File: src/rtl/rcs_pkg.sv
// constants for the two-channel memory channel select and configuration block
package rcs_pkg;

  // ==========================================================
  // register offsets (byte addresses on the local register port)
  localparam logic [11:0] OFS_CH0_CONTROL = 12'h000;
  localparam logic [11:0] OFS_CH0_MASK = 12'h004;
  localparam logic [11:0] OFS_CH1_CONTROL = 12'h100;
  localparam logic [11:0] OFS_CH1_MASK = 12'h104;

  // ==========================================================
  // control register field positions
  localparam int BASE_MSB = 31;
  localparam int BASE_LSB = 20;
  localparam int PSIZE_MSB = 14;
  localparam int PSIZE_LSB = 13;
  localparam int PWAIT_MSB = 12;
  localparam int PWAIT_LSB = 11;
  localparam int NWAIT_MSB = 10;
  localparam int NWAIT_LSB = 8;
  localparam int SIZE_MSB = 6;
  localparam int SIZE_LSB = 4;
  localparam int NARROW_BIT = 2;
  localparam int RSVD_BIT = 1;
  localparam int PAGE_ROM_BIT = 0;

  // writable bits of a control register; reserved bit 1 is held at zero
  localparam logic [31:0] CTL_WRITE_MASK = 32'hfff0_7f75;
  // writable bits of a mask register
  localparam logic [31:0] MASK_WRITE_MASK = 32'hfff0_0000;

  // ==========================================================
  // values after reset
  // channel 0: base 0x1fc, size code 101 (32 Mbytes), width from strap
  localparam logic [31:0] CTL0_RESET = 32'h1fc0_0050;
  localparam logic [31:0] CTL1_RESET = 32'h0000_0000;
  localparam logic [11:0] MASK_RESET = 12'h000;

  // ==========================================================
  // size codes and burst step
  localparam logic [2:0] SIZE_8MB = 3'h3;
  localparam logic [2:0] SIZE_MAX = 3'h5;
  localparam logic [3:0] NIBBLE_DOWN = 4'hc;
  localparam logic [31:0] BURST_STEP = 32'h0000_0004;

  // ==========================================================
  // all state of the select block
  typedef struct packed {
    logic [31:0] ctl0;          // channel 0 control
    logic [31:0] ctl1;          // channel 1 control
    logic [11:0] mask0;         // channel 0 compare mask
    logic [11:0] mask1;         // channel 1 compare mask
    logic strap_done;           // width strap already taken
    logic [31:0] rdata;         // read data, one cycle after strobe
    logic sel0;                 // channel 0 selected
    logic sel1;                 // channel 1 selected
    logic sel_none;             // valid access hit no channel
    logic bank1;                // bank 1 chosen
    logic two_cycles;           // two bus cycles needed
    logic [2:0] nwait;          // selected normal wait
    logic [1:0] pwait;          // selected page wait
    logic psize8;               // selected page size is eight words
    logic narrow;               // selected channel is 16 bits wide
    logic page_rom;             // selected channel is page-mode rom
    logic [31:0] burst_addr;    // generated burst address
    logic burst_down;           // burst counts downward
  } rcs_state_t;

endpackage : rcs_pkg

File: src/rtl/rcs_rom_channel_select.sv
// channel select, bank select and configuration registers of the rom channels
//
// Notes on behaviour
// - channel 1 base in control bits 31:20
// - page size: 00 four, 01 eight words
// - page wait 0..3, also interleave waits
// - normal wait 0..6, code 111 reserved
// - size codes 1 to 32 Mbytes
// - bit 2 set means 16-bit bus
// - bit 0 set marks page-mode rom
// - mask bit set drops base bit compare
// - select channel on unmasked base match
// - compare only bits above channel size
// - two banks, bit below compare range
// - channel 0 large sizes reverse banks
// - double match: higher base wins
// - equal bases: channel 0 wins
// - channel 0 base resets to 0x1fc
// - channel 0 size resets to 32 Mbytes
// - channel 0 control uses same layout
// - channel 0 width taken from strap
// - narrow channel: word takes two cycles
// - burst address counts up or down
`timescale 1ns/1ps

module rcs_rom_channel_select
(
  input wire logic clk_sys,
  input wire logic reset_n,
  // register port
  input wire logic [11:0] reg_addr,
  input wire logic [31:0] reg_wdata,
  input wire logic reg_write,
  input wire logic reg_read,
  output logic [31:0] reg_rdata,
  // boot width strap
  input wire logic boot_width_pin,
  // internal system bus address phase
  input wire logic bus_valid,
  input wire logic [31:0] bus_addr,
  input wire logic [3:0] bus_byte_en,
  input wire logic burst_start,
  input wire logic burst_step,
  // select results, one cycle after bus_valid
  output logic sel_ch0,
  output logic sel_ch1,
  output logic sel_none,
  output logic bank1_sel,
  output logic two_bus_cycles,
  output logic [2:0] sel_normal_wait,
  output logic [1:0] sel_page_wait,
  output logic sel_page_size8,
  output logic sel_narrow_bus,
  output logic sel_page_rom,
  // interleave wait of channel 1
  output logic [1:0] ch1_interleave_wait,
  // burst address generator
  output logic [31:0] burst_addr
);

  // ==========================================================
  // state
  rcs_pkg::rcs_state_t st_r;   // registered state
  rcs_pkg::rcs_state_t st_nxt; // next state

  // ==========================================================
  // helper functions

  // reserved size codes 11x behave as the largest size
  // size code clamp
  function automatic logic [2:0] size_code(input logic [31:0] ctl);
    logic [2:0] c;
    c = ctl[rcs_pkg::SIZE_MSB:rcs_pkg::SIZE_LSB];
    if (c > rcs_pkg::SIZE_MAX)
      c = rcs_pkg::SIZE_MAX;
    return c;
  endfunction : size_code

  // true when the upper address bits hit the channel window
  function automatic logic window_hit(input logic [31:0] addr,
                                      input logic [31:0] ctl,
                                      input logic [11:0] mask);
    logic [11:0] range;
    logic [11:0] base;
    range = 12'hfff << size_code(ctl);
    base = ctl[rcs_pkg::BASE_MSB:rcs_pkg::BASE_LSB];
    range = range & ~mask;
    return ((addr[31:20] ^ base) & range) == 12'h000;
  endfunction : window_hit

  // address bit just below the compared range
  function automatic logic bank_bit(input logic [31:0] addr,
                                    input logic [31:0] ctl);
    logic [4:0] pos;
    pos = 5'h13 + {2'h0, size_code(ctl)};
    return addr[pos];
  endfunction : bank_bit

  // register value as read back
  function automatic logic [31:0] read_mux(input logic [11:0] a,
                                           input rcs_pkg::rcs_state_t s);
    logic [31:0] v;
    v = 32'h0000_0000;
    case (a)
      rcs_pkg::OFS_CH0_CONTROL: v = s.ctl0;
      rcs_pkg::OFS_CH1_CONTROL: v = s.ctl1;
      rcs_pkg::OFS_CH0_MASK: v = {s.mask0, 20'h00000};
      rcs_pkg::OFS_CH1_MASK: v = {s.mask1, 20'h00000};
      default: v = 32'h0000_0000; // unmapped reads zero
    endcase
    return v;
  endfunction : read_mux

  // ==========================================================
  // next-state logic
  always_comb
  begin
    logic hit0;
    logic hit1;
    logic pick1;
    logic bnk;
    logic [31:0] csel;
    logic [2:0] ones;
    hit0 = 1'b0;
    hit1 = 1'b0;
    pick1 = 1'b0;
    bnk = 1'b0;
    csel = 32'h0000_0000;
    ones = 3'h0;
    st_nxt = st_r;

    if (!st_r.strap_done)
    begin
      st_nxt.strap_done = 1'b1;
      st_nxt.ctl0[rcs_pkg::NARROW_BIT] = boot_width_pin;
    end

    // software writes; a later write overrides the strap
    if (reg_write)
    begin
      case (reg_addr)
        rcs_pkg::OFS_CH0_CONTROL:
        begin
          st_nxt.ctl0 = reg_wdata & rcs_pkg::CTL_WRITE_MASK;
        end
        rcs_pkg::OFS_CH1_CONTROL:
        begin
          st_nxt.ctl1 = reg_wdata & rcs_pkg::CTL_WRITE_MASK;
        end
        rcs_pkg::OFS_CH0_MASK:
        begin
          st_nxt.mask0 = reg_wdata[31:20];
        end
        rcs_pkg::OFS_CH1_MASK:
        begin
          st_nxt.mask1 = reg_wdata[31:20];
        end
        default:
        begin
          // unmapped writes are dropped
        end
      endcase
    end

    // read data stand only in the cycle after the strobe
    st_nxt.rdata = reg_read ? read_mux(reg_addr, st_r) : 32'h0000_0000;

    // channel decode
    hit0 = bus_valid && window_hit(bus_addr, st_r.ctl0, st_r.mask0);
    hit1 = bus_valid && window_hit(bus_addr, st_r.ctl1, st_r.mask1);
    if (hit0 && hit1)
    begin
      pick1 = st_r.ctl1[rcs_pkg::BASE_MSB:rcs_pkg::BASE_LSB] >
              st_r.ctl0[rcs_pkg::BASE_MSB:rcs_pkg::BASE_LSB];
    end
    else
    begin
      pick1 = hit1;
    end
    csel = pick1 ? st_r.ctl1 : st_r.ctl0;

    // bank decode
    bnk = bank_bit(bus_addr, csel);
    if (!pick1 && size_code(st_r.ctl0) >= rcs_pkg::SIZE_8MB)
      bnk = ~bnk;

    st_nxt.sel0 = (hit0 || hit1) && !pick1;
    st_nxt.sel1 = pick1;
    st_nxt.sel_none = bus_valid && !hit0 && !hit1;
    st_nxt.bank1 = (hit0 || hit1) && bnk;

    ones = {2'h0, bus_byte_en[0]} + {2'h0, bus_byte_en[1]} +
           {2'h0, bus_byte_en[2]} + {2'h0, bus_byte_en[3]};
    st_nxt.two_cycles = (hit0 || hit1) && csel[rcs_pkg::NARROW_BIT] &&
                        (ones >= 3'h3);

    // timing of the chosen channel, zero on a miss
    if (hit0 || hit1)
    begin
      st_nxt.nwait = csel[rcs_pkg::NWAIT_MSB:rcs_pkg::NWAIT_LSB];
      st_nxt.pwait = csel[rcs_pkg::PWAIT_MSB:rcs_pkg::PWAIT_LSB];
      st_nxt.psize8 = csel[rcs_pkg::PSIZE_LSB];
      st_nxt.narrow = csel[rcs_pkg::NARROW_BIT];
      st_nxt.page_rom = csel[rcs_pkg::PAGE_ROM_BIT];
    end
    else
    begin
      st_nxt.nwait = 3'h0;
      st_nxt.pwait = 2'h0;
      st_nxt.psize8 = 1'b0;
      st_nxt.narrow = 1'b0;
      st_nxt.page_rom = 1'b0;
    end

    if (burst_start)
    begin
      st_nxt.burst_addr = bus_addr;
      st_nxt.burst_down = bus_addr[3:0] == rcs_pkg::NIBBLE_DOWN;
    end
    else if (burst_step)
    begin
      // other start nibbles count upward
      st_nxt.burst_addr = st_r.burst_down ?
                          st_r.burst_addr - rcs_pkg::BURST_STEP :
                          st_r.burst_addr + rcs_pkg::BURST_STEP;
    end
  end

  // ==========================================================
  // state register; reset loads constants only, strap comes after
  always_ff @(posedge clk_sys or negedge reset_n)
  begin
    if (!reset_n)
    begin
      st_r <= '0;
      st_r.ctl0 <= rcs_pkg::CTL0_RESET;
      st_r.ctl1 <= rcs_pkg::CTL1_RESET;
      st_r.mask0 <= rcs_pkg::MASK_RESET;
      st_r.mask1 <= rcs_pkg::MASK_RESET;
    end
    else
    begin
      st_r <= st_nxt;
    end
  end

  // ==========================================================
  // outputs, all from flip-flops
  assign reg_rdata = st_r.rdata;
  assign sel_ch0 = st_r.sel0;
  assign sel_ch1 = st_r.sel1;
  assign sel_none = st_r.sel_none;
  assign bank1_sel = st_r.bank1;
  assign two_bus_cycles = st_r.two_cycles;
  assign sel_normal_wait = st_r.nwait;
  assign sel_page_wait = st_r.pwait;
  assign sel_page_size8 = st_r.psize8;
  assign sel_narrow_bus = st_r.narrow;
  assign sel_page_rom = st_r.page_rom;
  assign ch1_interleave_wait =
    st_r.ctl1[rcs_pkg::PWAIT_MSB:rcs_pkg::PWAIT_LSB];
  assign burst_addr = st_r.burst_addr;

endmodule : rcs_rom_channel_select

File: config.mk
export PLATFORM = sky130hd
export DESIGN_NAME = rcs_rom_channel_select
export DESIGN_NICKNAME = d
export VERILOG_FILES = /design/src/rtl/rcs_pkg.sv /design/src/rtl/rcs_rom_channel_select.sv
export SDC_FILE = /design/constraint.sdc
export NUM_CORES = 1
export LEC_CHECK = 0
export BUFFER_PORTS_ARGS = -buffer_cell sky130_fd_sc_hd__buf_2
export CORE_MARGIN = 1
export CORE_UTILIZATION = 62
export CTS_BUF_LIST = sky130_fd_sc_hd__clkbuf_8
export DETAILED_ROUTE_END_ITERATION = 12
export PLACE_DENSITY = 0.9
export SYNTH_ARGS = -nofsm -noshare
export SYNTH_HDL_FRONTEND = slang
export SYNTH_SLANG_ARGS = --single-unit
File: constraint.sdc
create_clock -name clk_sys -period 7 [get_ports clk_sys]
set_input_delay 1.4 -clock clk_sys [delete_from_list [all_inputs] [get_ports clk_sys]]
set_output_delay 1.4 -clock clk_sys [all_outputs]
set_load 0.05 [all_outputs]
==> results.json <==
{
  "status": "finished, final reports clean",
  "seqCellArea_um2": 3590,
  "fin_nets": 1048,
  "cts_setup_buffers": 0,
  "netlist_top_cells_count": "dfrtp_1 (134), buf_4 (71), mux2_2 (62), nand2_1 (62), o21ai_0 (54)",
  "syn_area_per_cell_um2": 10.2,
  "start_kind": "primary input",
  "setup_tns_ns": 0,
  "die_y_um": 119,
  "ys_seq_area_frac": 0.421,
  "grt_pass1_vias": 6573,
  "setup.worst_path.end_class": "register",
  "fmax_mhz": 213,
  "cts_buffers": 17,
  "stdcell_area_um2": 9350,
  "synth_cells": 833,
  "setup_viol": 0,
  "leakage_nw": 4.71,
  "power_density_nw_per_um2": 204,
  "clk_latency_ns": 0.45,
  "first_pass_iters": 5,
  "hpwl_um": 14100,
  "track_usage": 0.293,
  "drc": 0,
  "synth_area_um2": 8530,
  "drt-total-wl_um": 20400,
  "drt_iter0_drc": 632,
  "ys_types": 63,
  "synth_top_area_frac": 0.393,
  "io_buffers": 150,
  "critical_path_class": "primary input to register",
  "finClkSkew_ns": 0.00654,
  "synth-edff-count": 0,
  "diodes": 0,
  "cp_data_required_time_ns": 7.33,
  "period_needed_ns": 4.70,
  "multi_input_area_um2": 4240,
  "ys.flop_type": "dfrtp_1",
  "synth_top_area_cell": "dfrtp_1",
  "hold_buffers": 0,
  "cts_max_level": 4,
  "relSlewSlack": 0.196,
  "setup_slack_ns": 2.30,
  "worst_pin_slew_ns": 1.20,
  "grt_overflow_total": 0,
  "synth-async-reset-ratio": 1.00,
  "row_count": 42,
  "hp-class": "register to register",
  "vias": 6752,
  "cp_data_arrival_time_ns": 5.04,
  "ios": 167,
  "drive_gt1_frac": 0.296,
  "grt_max_degree": 80,
  "clockBufferDepth": 2,
  "place.gp.congestion": 0.868,
  "worstPathMaxFanout": 22,
  "finalHoldViolCount": 0,
  "cts_tree": "yes",
  "synth.most_common_cell": "dfrtp_1",
  "start_util": 0.639,
  "post_cts_resized": 0,
  "core_area_um2": 13300,
  "die_w_um": 119,
  "rsz0062_at_grt": "false",
  "post-route-period-util": 0.672,
  "yosysWarnings": 0,
  "antenna_found_initial": 0,
  "irDropWorstVdd_uv": 175,
  "viasPerCell": 6.12,
  "clkTransAtPathRegs_ns": 0.08,
  "netlist_top_cells_area": "dfrtp_1 (39%), mux2_2 (8.2%), ha_1 (6.3%), buf_4 (6.3%), xnor2_1 (3.8%)",
  "maxSlewViolCount": 0,
  "place_area_um2": 8950,
  "wire_per_inst_um": 18.5,
  "final_core_util": 0.700,
  "cts-root-buf": "clkbuf_8",
  "die-area_um2": 14200,
  "fillers": 1020,
  "pre_cts_ws_ns": 1.87,
  "grt_first_pass_wirelength_um": 32400,
  "cts_sinks": 143,
  "syn_to_final_growth_pct": 9.63,
  "maxCapViolations": 0,
  "synth-seq-cells": 143,
  "drt.antenna.violating_nets": 0
}
registers in the layout, indices dropped and copies added, names as in the netlist:
| register | count |
|---|---|
| st_r | 72 |
| burst_addr | 32 |
| reg_rdata | 24 |
| sel_normal_wait | 3 |
| ch1_interleave_wait | 2 |
| sel_page_wait | 2 |
| bank1_sel | 1 |
| sel_ch0 | 1 |
| sel_ch1 | 1 |
| sel_narrow_bus | 1 |
| sel_none | 1 |
| sel_page_rom | 1 |
| sel_page_size8 | 1 |
| two_bus_cycles | 1 |
final timing paths:
path,endpoint,from,depth (start not counted),slack (ns)
hold reg to reg,burst_addr[0]$_DFFE_PN0P_,burst_addr[0]$_DFFE_PN0P_,1,0.51
hold / removal,burst_addr[0]$_DFFE_PN0P_,burst_addr[0]$_DFFE_PN0P_,1,0.51
setup / recovery,bank1_sel$_DFF_PN0_,bus_addr[25],13,2.30
min in group asynchronous,burst_addr[7]$_DFFE_PN0N_,reset_n,1,0.92
max in group asynchronous,st_r[79]$_DFFE_PN0P_,reset_n,2,4.67
setup reg to reg,bank1_sel$_DFF_PN0_,st_r[158]$_DFFE_PN1P_,13,2.80
kinds of logic after synthesis:
group | after synthesis | synth area share
other | 2 | 0.000881
AOI/OAI and AO/OA | 224 | 0.171
and+or+nand+nor | 160 | 0.0898
xor gates and xnor gates | 50 | 0.0514
muxes | 84 | 0.112
buffers and inverters | 125 | 0.0863
DFF | 143 | 0.421
adders and majority gates | 45 | 0.0678
power by group:
group / total (mW) / switching, mW / internal (mW)
Clock: 0.659 / 0.338 / 0.321
Sequential: 0.877 / 0.0236 / 0.853
Combinational: 0.375 / 0.249 / 0.126
Total: 1.91 / 0.611 / 1.30
cells in the final DEF, fill, tap and decap left out, types with 5 or more instances in the layout:
cell	count
conb_1	9
nand4_1	10
a22o_1	8
nand2b_1	5
inv_1	22
o31ai_1	5
dfstp_2	9
a21oi_1	50
ha_1	43
nor2b_1	7
clkbuf_8	17
xnor2_1	37
buf_4	8
xor2_1	13
dfrtp_1	134
a22oi_1	41
nand2_1	62
a21o_1	20
mux2i_1	18
nand3_1	7
and3_1	5
o21ai_0	54
buf_2	149
o22ai_1	7
clkinvlp_4	5
a31oi_1	6
mux2_2	62
nor2_1	37
area by class of cell:
class / count / area share
well taps: 176 / 0.0236
clock inverters: 15 / 0.0174
flip-flops and latches: 143 / 0.384
inverters: 23 / 0.00924
multi-input cells: 572 / 0.453
repair buffers: 158 / 0.0874
clock buffers: 17 / 0.0250
routing by layer:
metal  global-route usage  part of all wire
met5                    0                 0
met4                0.130             0.021
met3               0.0503             0.066
met2                0.482              0.50
met1                0.379              0.41
critical path, cell delays in order:
cell and delay (ns):
buf_2 0.14, xnor2_1 0.16, o22ai_1 0.12, nor4_1 0.45, o221ai_2 0.20, a41oi_2 0.18, buf_4 0.30, mux2_4 0.37
ha_1 0.48, mux4_1 0.58, nor2b_1 0.15, a211oi_2 0.17, mux2_1 0.35
through the flow:
step,total power [mW],hold WS [ns],cells
floorplan,1.19,0.466,840
global placement,1.25,0.485,1072
detailed placement,1.26,0.495,1072
CTS,1.92,0.513,1104
global route,1.99,0.532,1104
finish,1.91,0.509,1104
(Power assumes the default switching activity.)
